--- src/sfb_pkg.sv ---
/*
 special function register bank package: addresses, reset values, bus carriers.
 assumes a single core clock domain; no other package is needed.
*/
package sfb_pkg;
   localparam int ADDR_W = 8;
   localparam int DATA_W = 8;
   localparam int NUM_REGS = 38;
   localparam logic [2:0] BIT_ADDR_LOW = 3'h0;
   localparam logic [7:0] BAUD_MSB_MASK = 8'h80;
   localparam int BAUD_MSB_BIT = 7;
   localparam int POINTER_SEL_BIT = 0;
   localparam logic [7:0] ZERO_BYTE = 8'h00;
   localparam logic [7:0] UNMAPPED_READ = 8'h00;

   localparam logic [7:0] ADDR_TABLE [NUM_REGS] = '{
      8'h80, 8'h81, 8'h82, 8'h83, 8'h84, 8'h85, 8'h86, 8'h87,
      8'h88, 8'h89, 8'h8a, 8'h8b, 8'h8c, 8'h8d, 8'h8e, 8'h90,
      8'h92, 8'h98, 8'h99, 8'h9a, 8'h9b, 8'h9c, 8'h9d, 8'ha0,
      8'ha8, 8'ha9, 8'haa, 8'hb8, 8'hb9, 8'hba, 8'hbb, 8'hbf,
      8'hc0, 8'hc8, 8'hd0, 8'hd8, 8'he0, 8'hf0};

   localparam logic [7:0] RESET_TABLE [NUM_REGS] = '{
      8'hff, 8'h07, 8'h00, 8'h00, 8'h00, 8'h00, 8'h00, 8'h00,
      8'h00, 8'h00, 8'h00, 8'h00, 8'h00, 8'h00, 8'h01, 8'hff,
      8'h00, 8'h00, 8'h00, 8'h00, 8'h00, 8'h00, 8'h00, 8'h00,
      8'h00, 8'h00, 8'hd9, 8'h00, 8'h00, 8'h03, 8'h03, 8'h00,
      8'h00, 8'h00, 8'h00, 8'h00, 8'h00, 8'h00};

   // indices into the tables
   localparam int IDX_DP0_LOW = 2;
   localparam int IDX_DP0_HIGH = 3;
   localparam int IDX_DP1_LOW = 4;
   localparam int IDX_DP1_HIGH = 5;
   localparam int IDX_POINTER_SELECT = 16;
   localparam int IDX_MOVX_PAGE = 31;
   localparam int IDX_EXT_IRQ_POL = 33;
   localparam int IDX_STATUS_WORD = 34;
   localparam int IDX_BAUD = 35;
   localparam int IDX_ACCUM = 36;
   localparam int IDX_B = 37;
   localparam int POL_EXTERNAL_INTERRUPT_TWO_BIT = 0;
   localparam int POL_EXTERNAL_INTERRUPT_THREE_BIT = 1;

   typedef struct packed {
      logic rd;
      logic wr;
      logic bit_op;
      logic [ADDR_W-1:0] addr;
      logic [2:0] bit_sel;
      logic [DATA_W-1:0] wdata;
   } sfb_req_t;

   typedef struct packed {
      logic acc_we;
      logic [DATA_W-1:0] acc_wdata;
      logic b_we;
      logic [DATA_W-1:0] b_wdata;
   } sfb_alu_t;

   typedef struct packed {
      logic [15:0] data_pointer;
      logic [7:0] movx_page_high;
      logic [7:0] accumulator;
      logic [7:0] multiply_operand;
      logic [7:0] program_status_word;
      logic ext_external_interrupt_two_polarity;
      logic ext_external_interrupt_three_polarity;
      logic baud_rate_control_msb;
   } sfb_view_t;
endpackage : sfb_pkg

--- src/sfb_bank.sv ---
/*
 special function register bank: decodes the core's direct-address space 0x80-0xff,
 byte and bit access, and exports the register contents the core and peripherals use.
 assumes requests come from core logic on mclk; no synchroniser is needed.
*/
`timescale 1ns/1ps

// Functional notes
// a read of an unimplemented address returns 0x00 and changes nothing.
// a write to an unimplemented address leaves all bank state unchanged.
// registers at addresses with low three bits zero accept single-bit access, others byte only.
// at reset each register loads its value: mostly zero, port latches all ones, stack seven.
// at reset serial 0 reload low loads 0xd9 and both reload high bytes load 0x03.
// the register at 0xbf supplies the high address byte for paged external moves.
// in the baud rate control register only the top bit is implemented.
// the register at 0xc8 holds the polarity of external interrupts two and three.
// the accumulator is the operand holder and also an ordinary readable register.
// the b register is the second operand and result for multiply and divide, else scratch.
// the core reaches this space only by direct addressing; indirect goes to ram.
// pointer select bit zero chooses data pointer 0 when clear and pointer 1 when set.
// a write takes effect at the edge ending the write, so the next read sees it.
module sfb_bank (
   input wire logic mclk,
   input wire logic reset_n,
   input sfb_pkg::sfb_req_t req,
   input sfb_pkg::sfb_alu_t alu,
   output logic [sfb_pkg::DATA_W-1:0] rdata,
   output logic rbit,
   output logic hit,
   output sfb_pkg::sfb_view_t view
);
   import sfb_pkg::*;

   logic [DATA_W-1:0] regs_r [NUM_REGS];
   logic [DATA_W-1:0] rdata_r;
   logic rbit_r;
   logic [NUM_REGS-1:0] sel;
   logic [DATA_W-1:0] read_mux;
   logic [DATA_W-1:0] bit_mask;

   function automatic logic bit_capable(input logic [ADDR_W-1:0] a);
      return a[2:0] == BIT_ADDR_LOW;
   endfunction : bit_capable

   function automatic logic [DATA_W-1:0] impl_mask(input int idx);
      if (idx == IDX_BAUD) begin
         return BAUD_MSB_MASK;
      end else begin
         return ~ZERO_BYTE;
      end
   endfunction : impl_mask

   // address decode; the core addresses this space only directly
   genvar g;
   generate
      for (g = 0; g < NUM_REGS; g++) begin : g_dec
         assign sel[g] = (req.addr == ADDR_TABLE[g]);
      end
   endgenerate

   assign hit = |sel;
   assign bit_mask = DATA_W'(1) << req.bit_sel;

   always_comb begin
      read_mux = UNMAPPED_READ;
      for (int i = 0; i < NUM_REGS; i++) begin
         if (sel[i]) begin
            read_mux = regs_r[i];
         end
      end
   end

   // write path: bit writes only to bit-capable addresses; alu ports load acc/b
   generate
      for (g = 0; g < NUM_REGS; g++) begin : g_reg
         logic [DATA_W-1:0] nxt;
         logic byte_we;
         logic bit_we;
         assign byte_we = req.wr && !req.bit_op && sel[g];
         assign bit_we = req.wr && req.bit_op && sel[g] && bit_capable(req.addr);
         always_comb begin
            nxt = regs_r[g];
            if (byte_we) begin
               nxt = req.wdata;
            end else if (bit_we) begin
               nxt = req.wdata[0] ? (regs_r[g] | bit_mask) : (regs_r[g] & ~bit_mask);
            end
            if (g == IDX_ACCUM && alu.acc_we) begin
               nxt = alu.acc_wdata;
            end else if (g == IDX_B && alu.b_we) begin
               nxt = alu.b_wdata;
            end
         end
         always_ff @(posedge mclk or negedge reset_n) begin
            if (!reset_n) begin
               regs_r[g] <= RESET_TABLE[g];
            end else begin
               regs_r[g] <= nxt & impl_mask(g);
            end
         end
      end
   endgenerate

   // read data registered; reads have no side effects
   always_ff @(posedge mclk or negedge reset_n) begin
      if (!reset_n) begin
         rdata_r <= ZERO_BYTE;
         rbit_r <= 1'b0;
      end else if (req.rd) begin
         rdata_r <= read_mux;
         rbit_r <= bit_capable(req.addr) ? read_mux[req.bit_sel] : 1'b0;
      end
   end

   assign rdata = rdata_r;
   assign rbit = rbit_r;

   // exported views
   assign view.data_pointer = regs_r[IDX_POINTER_SELECT][POINTER_SEL_BIT] ?
      {regs_r[IDX_DP1_HIGH], regs_r[IDX_DP1_LOW]} :
      {regs_r[IDX_DP0_HIGH], regs_r[IDX_DP0_LOW]};
   assign view.movx_page_high = regs_r[IDX_MOVX_PAGE];
   assign view.accumulator = regs_r[IDX_ACCUM];
   assign view.multiply_operand = regs_r[IDX_B];
   assign view.program_status_word = regs_r[IDX_STATUS_WORD];
   assign view.ext_external_interrupt_two_polarity = regs_r[IDX_EXT_IRQ_POL][POL_EXTERNAL_INTERRUPT_TWO_BIT];
   assign view.ext_external_interrupt_three_polarity = regs_r[IDX_EXT_IRQ_POL][POL_EXTERNAL_INTERRUPT_THREE_BIT];
   assign view.baud_rate_control_msb = regs_r[IDX_BAUD][BAUD_MSB_BIT];
endmodule : sfb_bank

--- config.mk ---
export PLATFORM = sky130hd
export DESIGN_NAME = sfb_bank
export DESIGN_NICKNAME = d
export VERILOG_FILES = /design/src/sfb_pkg.sv /design/src/sfb_bank.sv
export SDC_FILE = /design/constraint.sdc
export NUM_CORES = 1
export LEC_CHECK = 0
export ABC_AREA = 1
export BUFFER_PORTS_ARGS = -buffer_cell sky130_fd_sc_hd__buf_4
export CELL_PAD_IN_SITES_DETAIL_PLACEMENT = 1
export CELL_PAD_IN_SITES_GLOBAL_PLACEMENT = 1
export CORE_MARGIN = 4
export CORE_UTILIZATION = 49
export CTS_CLUSTER_SIZE = 24
export DETAILED_ROUTE_END_ITERATION = 7
export PLACE_DENSITY_LB_ADDON = 0.12
export SETUP_SLACK_MARGIN = 0.1
export SYNTH_ARGS = -nofsm -noshare
export SYNTH_HDL_FRONTEND = slang
export SYNTH_SLANG_ARGS = --single-unit
--- constraint.sdc ---
create_clock -name mclk -period 4.7 [get_ports mclk]
set_input_delay 0.94 -clock mclk [delete_from_list [all_inputs] [get_ports mclk]]
set_output_delay 0.94 -clock mclk [all_outputs]
set_load 0.05 [all_outputs]
# After elaboration in Yosys (flattened, before gate mapping)
# Index checks and enable logic that the tools add are counted.
# totals
ff_bits	306
in_bits	42
out_inout_bits	61
word_cells	472
# op_classes
order_cmp	1
eq_ne	38
shifts	1
muxes	158
bitwise	77
reduce_logical	157
# ops
cell	count
$mux W8	154
$and A8 B8 Y8	38
$eq A8 B8 Y1 const B	38
$or A8 B8 Y8	38
$logic_and A1 B1 Y1	116
$reduce_bool A2 Y1	36
$reduce_or A38 Y1	1
$mux W16	1
$not A8 Y8	1
$shl A1 B3 Y8 const A	1
$reduce_bool A3 Y1	2
$lt A3 B4 Y1 const B	1
$bmux W1 S3	1
$logic_not A3 Y1	1
$mux W1	2
$logic_not A1 Y1	1

# Depth between registers and ports, before layout
# Gate-level depths: netlist of the first run.
# depth
depth_word	42
depth_mapped	37
ltp_nobuf	36

# Worst setup path after synthesis of the first run
# No wires, ideal clock.
# synth_path
kind	input to output
startpoint	in req[17] in the netlist's numbering
endpoint	out hit
arrival_ps	2580
t_required_ps	3760
slack_ps	1180
path_stages	12
n_path_buf	1
path_cell_list	inv_1 > nand2_1 > nor2_1 > inv_1 > nor2_4 > inv_1 > buf_2 > nand2_1 > nor4_1 > nand4_1 > nor4_1 > nand4_1
# synth_via
elab_chain_len	2
elab_cells_between_ends	39
classes_between	eq/ne: 38; reduce/logical: 1
# synth_rtl
element	line_no	text
start, declared	sfb_bank.sv:25	input sfb_pkg::sfb_req_t req,
$eq A8 B8 Y1	sfb_bank.sv:57	assign sel[g] = (req.addr == ADDR_TABLE[g]);
$reduce_or A38 Y1 *	sfb_bank.sv:61	assign hit = |sel;
end, declared	sfb_bank.sv:29	output logic hit,
# Every way passes the cells marked *; elsewhere a longest branch is shown, timed or not.

# Worst setup path in the final report of the first run
# Ends and elaborated chain as after synthesis.

==> results of run 1 <==
worst min-delay path by stage:
stage               startpoint        end  slack [ns]  cells after the start
finish                 reset_n  async pin        0.42                      1
global route           reset_n  async pin        0.46                      1
CTS                    reset_n  async pin        0.45                      1
detailed placement        flop       flop        0.47                      2
global placement          flop       flop        0.45                      2
floorplan                 flop       flop        0.44                      2
metrics by stage:
stage / util, % / hold WS [ns] / TNS [ns] / cells / cell area (um^2)
floorplan: - / 0.442 / 0 / 2283 / 16700
global placement: 53.5 / 0.454 / -0.114 / 2778 / 18000
detailed placement: 53.5 / 0.467 / -0.157 / 2778 / 18000
CTS: 57.1 / 0.454 / 0 / 2846 / 19200
global route: 57.2 / 0.464 / 0 / 2846 / 19200
finish: 57.2 / 0.416 / 0 / 2846 / 19200
power breakdown:
group / switching [mW] / total, mW / internal (mW)
Clock: 1.20 / 2.93 / 1.73
Combinational: 0.550 / 0.715 / 0.164
Sequential: 0.0598 / 2.79 / 2.73
Total: 1.81 / 6.44 / 4.63
layout by cell type, fill, tap and decap left out, drive strengths merged, types with 23 or more instances in the layout:
| cell type | count |
|---|---|
| nand2 | 722 |
| o21ai | 302 |
| inv | 286 |
| dfrtp | 277 |
| nor2 | 184 |
| buf | 171 |
| a21oi | 91 |
| nand3 | 68 |
| clkbuf | 56 |
| nand4 | 39 |
| dfstp | 29 |
| mux2 | 26 |
| o211ai | 23 |
timing repair:
action,CTS,global route
gates resized for setup,0,3
endpoints found under the hold margin,0,0
setup endpoints to repair,0,2
cell families after synthesis:
family | Yosys count | share of synthesized area (%)
AO/OA/AOI/OAI | 490 | 16.2
buffers and inverters | 416 | 10.3
flip-flops | 306 | 46.0
multiplexers | 34 | 2.23
AND/OR/NAND/NOR | 1037 | 25.3
routing by layer:
| metal | track usage, % | vias up |
|---|---|---|
| met5 | 0 | - |
| met4 | 15.9 | 0 |
| met3 | 6.84 | 210 |
| met2 | 60.6 | 819 |
| met1 | 52.6 | 8533 |
| li1 | - | 7512 |
area by class of cell:
type	instances	area, um^2
clock inverter	12	92.6
tap	448	561
fill	4233	14400
clock buffer	56	1140
timing repair buffer	171	1320
sequential	306	7690
multi-input combinational	1561	7320
inverter	292	1100
==> impl_results.md, run 1 <==
* Leakage at 9.38 nW
* CP required at 3.76 ns
* Post-place setup slack at -0.157 ns
* Htree depth at 2
* PD cells at 335 mW/mm^2
* Max Used Layer: met4
* Synth Cell Area at 0.0167 mm^2
* Clock Path Buffers at 3
* Slew @ Worst Pin at 1.28 ns
* DRT met1 WL at 29700 um
* TritonCTS clock tree: yes
* Synth warnings at 0
* Flop-to-flop setup slack at 1.12 ns
* Initial antenna violation count at 1
* Maxcap violations at 0
* Critical path destination: hit
* Area of the core at 0.0336 mm^2
* CTS buffer count at 37
* GRT Total Usage at 38.5%
* # setup viols final at 0
* Post-DP HPWL at 48500 um
* DR WL met3 at 5990 um
* PortBufs at 102
* Clock transition at the registers of the reported paths at 0.06 ns
* Worst R2R Path Depth at 30
* Design Power at 6.44 mW
* Clock skew at 0.0246 ns
* Clk Latency, worst-skew pair at 0.55 ns
* Rel. slew slack at 14.8%
* WS Path Type: in -> out
* GP Congestion at 0.920
* Max Slew Vio Count at 0
* Distinct cells, synth at 42
* Core Rows at 67
* Highest ir drop seen on vdd at 0.000368 V
* Count leader, synth: nand2_1
* Yosys top cell area share at 41.4%
* Leading area contributor after synthesis: dfrtp_1
* Largest delay contributor family on the critical path: buffers and inverters
* Wirelength per Cell at 25.1 um
* DRC viols at 0
* Seq/Total Area, Yosys at 46.0%
* Chip Height at 193 um
* Vias in the first global route at 17600
* Number of enable flip-flop cells after synthesis at 0
* CP Launch Point: req[17]
* Min-delay worst type: in -> async
* Area added between synthesis and finish at 14.9%
* Initial Util at 49.8%
* Drt first pass iters at 5
* Root Buffer: clkbuf_16
* CP Buf/Inv Count at 6
* Commonest cells in the netlist: 720 x nand2_1, 296 x o21ai_0, 277 x dfrtp_1, 265 x inv_1, 170 x nor2_1
* Max incr delay on CP at 0.78 ns
* N_diodes at 0
* Crit Path Max Fanout at 7
* Post-Syn Area per Cell at 7.33 um^2
* Die area at 0.0372 mm^2
* Post-synthesis cell count at 2283
* Via count at 17100
* Async set or reset register ratio after synthesis at 100%
* Status: finished clean
* Drt initial violations at 1573
* CP cell instances: buf_4 > inv_1 > nand2_1 > buf_4 > nor2_1 > inv_1 > nor2_1 > inv_1 > nand2_1 > a2111oi_0 > nand4_1 > buf_4
* Setup Buffers After CTS at 0
* Worst Setup End Kind: primary output
* Syn_nets at 2325
* First-pass GRT wire length at 107000 um
* FF-to-FF End: rbit$_DFFE_PN0P_
* Num Clock Sinks at 306
* Top cells by area, synth: dfrtp_1 41%, nand2_1 16%, o21ai_0 8.9%
* Final period util at 95.9%
* Post-route ant nets at 0
* Via density at 6.00
* RSZ-0062 raised after global routing: no
* Routed wire length at 71400 um
* Max Freq at 0.222 GHz
* Final Hold Viols at 0
* Worst path depth at 12
* Critical path startpoint category: primary input
* DIE WIDTH at 193 um
* Critical Path AT at 3.57 ns
* Setup WS post-layout at 0.194 ns
* Largest net degree at the start of global routing at 94
* Slowest-stage cell, CP: a2111oi_0
* Fin nets at 2411
* Synth Register Bits at 306
* Ports at 103
* Layout cell share with drive strength beyond 1 at 14.0%
* Met2 routed WL at 32300 um
* Post-route minimum period at 4.51 ns
* Remaining Overflow, GRT at 0
* Cts hold-fix bufs at 0
* Post-synth top flop: dfrtp_1
Note: power is estimated with default switching activity, not from simulation.
==> run 2, diff against run 1 <==
--- a/config.mk
+++ b/config.mk
@@ -14,6 +14,7 @@
 export CTS_CLUSTER_SIZE = 24
 export DETAILED_ROUTE_END_ITERATION = 7
 export PLACE_DENSITY_LB_ADDON = 0.12
+export RECOVER_POWER = 25
 export SETUP_SLACK_MARGIN = 0.1
 export SYNTH_ARGS = -nofsm -noshare
 export SYNTH_HDL_FRONTEND = slang
==> constraint.sdc (replaced) <==
create_clock -name mclk -period 5.3 [get_ports mclk]
set_input_delay 1.06 -clock mclk [delete_from_list [all_inputs] [get_ports mclk]]
set_output_delay 1.06 -clock mclk [all_outputs]
set_load 0.05 [all_outputs]
==> run 2 against run 1 <==
Compared with the run above: the run now ends with capacitance limit, slew limit left; combinational power is 14% lower; via count is 2.1% lower; sequential power is 11% lower; flip-flop and latch count stayed put; die area stayed put; register-to-register slack better by 0.61 ns; non-clock buffer count is 27 lower; global-route usage is 1.6 points lower.
==> impl_results.md, run 2 (synthesized netlist as in run 1, its figures left out) <==
* Status: finished with violations
* Failing checks: capacitance limit, slew limit
* Clk Latency, worst-skew pair at 0.56 ns (about the same)
* Chip Height at 193 um (unchanged)
* Routed wire length at 68100 um (-4.6%)
* Area added between synthesis and finish at 13.4%
* Setup TNS after final layout at 0 ns (unchanged)
* Commonest cells after routing, fill and taps aside: 720 x nand2_1, 296 x o21ai_0, 277 x dfrtp_1
* Post-route minimum period at 4.64 ns
* Vias in the first global route at 17100 (-2.4%)
* Setup Buffers After CTS at 0 (unchanged)
* Final period util at 87.6%
* Core Rows at 67 (unchanged)
* Met2 GRT Util at 57.1% (-3.5 points)
* Num Clock Sinks at 306 (unchanged)
* DRC viols at 0 (unchanged)
* Clock Path Buffers at 3 (unchanged)
* Post-place setup slack at 0.454 ns (+0.611 ns)
* TritonCTS clock tree: yes
* Critical Path AT at 3.58 ns (about the same)
* Critical path startpoint category: primary input
* # setup viols final at 0 (unchanged)
* Rel. slew slack at -112% (-130 points)
* Commonest non-fill, non-tap cell in the layout: nand2_1
* Root Buffer: clkbuf_16
* Fin nets at 2384 (-1.1%)
* Max Slew Vio Count at 113 (+113)
* GR met3 Demand/Resource at 5.86% (-0.98 points)
* Slew @ Worst Pin at 3.18 ns (+1.90 ns)
* GRT Total Usage at 36.9% (-1.6 points)
* Via density at 5.93 (-1.2%)
* Initial antenna violation count at 1 (unchanged)
* Post-route ant nets at 0 (unchanged)
* Layout Cells excl Fill at 2819 (-0.95%)
* Most used routing layer in global routing: met2
* Post-Route Utilization at 56.4% (-0.74 points)
* Met1 Use GR at 51.5% (-1.2 points)
* Post-DP HPWL at 47200 um (-2.8%)
* First-pass GRT wire length at 104000 um (-3.6%)
* Cts hold-fix bufs at 0 (unchanged)
* Highest ir drop seen on vdd at 0.000266 V (-28%)
* Clock transition at the registers of the reported paths at 0.06 ns (about the same)
* Drt initial violations at 1596 (+1.5%)
* Htree depth at 2 (unchanged)
* Setup WS post-layout at 0.658 ns (+0.464 ns)
* DIE WIDTH at 193 um (unchanged)
* Layout cell share with drive strength beyond 1 at 12.6% (-1.4 points)
* Largest net degree at the start of global routing at 115 (+22%)
* Clock skew at 0.0215 ns (-0.00310 ns)
* Worst Setup End Kind: primary output
* PortBufs at 102 (unchanged)
* GP Congestion at 0.967 (+5.1%)
* Ports at 103 (unchanged)
* Remaining Overflow, GRT at 0 (unchanged)
* CP required at 4.24 ns (+0.48 ns)
* WS Path Type: in -> out
* Die area at 0.0372 mm^2 (unchanged)
* RSZ-0062 raised after global routing: no
* Drt first pass iters at 5 (unchanged)
* Post-CTS sizing at 0 (unchanged)
* Cells after DPL at 2751 (-0.97%)
* WHS at 0.472 ns (+0.0561 ns)
* CP Launch Point: req[18]
* Maxcap violations at 1 (+1)
* Area of the core at 0.0336 mm^2 (unchanged)
* CTS buffer count at 37 (unchanged)
* PD cells at 298 mW/mm^2 (-11%)
* Final Hold Viols at 0 (unchanged)
* Max Freq at 0.215 GHz
* Leakage at 9.21 nW (-1.8%)
* Initial Util at 49.8% (unchanged)
* Crit Path Max Fanout at 12 (+5)
* Via count at 16700 (-2.1%)
* Wirelength per Cell at 24.2 um (-3.6%)
* Min-delay worst type: reg -> reg
==> run 2: layout make-up <==
| cell class | instances | area (um^2) |
|---|---|---|
| flip-flops and latches | 306 | 7690 |
| clock buffers | 63 | 1160 |
| clock inverters | 4 | 48.8 |
| well taps | 448 | 561 |
| multi-input cells | 1561 | 7310 |
| fillers | 4285 | 14600 |
| repair buffers | 144 | 1100 |
| inverters | 292 | 1100 |
| diodes | 1 | 2.50 |
==> run 2: critical path: stages <==
cell and delay (ns):
buf_4 0.12, nand2_1 0.25, nor2_1 0.14, inv_1 0.23, nor2_4 0.10, inv_1 0.34, nand2_1 0.20, nor4_1 0.31
nand4_1 0.14, nor4_1 0.21, nand4_1 0.21, buf_4 0.26
==> run 2: routing by layer <==
| layer | vias to the layer above | wire (um) |
|---|---|---|
| li1 | 7453 | - |
| met5 | - | 13 |
| met1 | 8305 | 29100 |
| met4 | 2 | 3330 |
| met2 | 753 | 30200 |
| met3 | 194 | 5520 |
==> run 2: worst paths after layout <==
kind,to,slack [ns],depth (start not counted)
setup / recovery,hit,0.66,12
hold / removal,flop,0.47,2
setup reg to reg,rbit$_DFFE_PN0P_,1.73,32
hold reg to reg,flop,0.47,2
max in group asynchronous,async pin,1.77,2
min in group asynchronous,async pin,1.47,1
==> run 2: where the power goes <==
group | internal [mW] | total [mW] | leakage [nW] | switching [mW]
Sequential | 2.42 | 2.47 | 3.69 | 0.0509
Clock | 1.53 | 2.57 | 0.590 | 1.04
Combinational | 0.140 | 0.617 | 4.93 | 0.477
Total | 4.09 | 5.66 | 9.21 | 1.57
==> run 2: stage by stage <==
| stage | area, um^2 | power [mW] |
|---|---|---|
| 6_report | 19000 | 5.66 |
| 5_1_grt | 19000 | 5.84 |
| 4_1_cts | 19000 | 5.67 |
| 3_5_place_dp | 17800 | 3.12 |
| 3_3_place_gp | 17800 | 3.10 |
| 2_1_floorplan | 16700 | 2.85 |
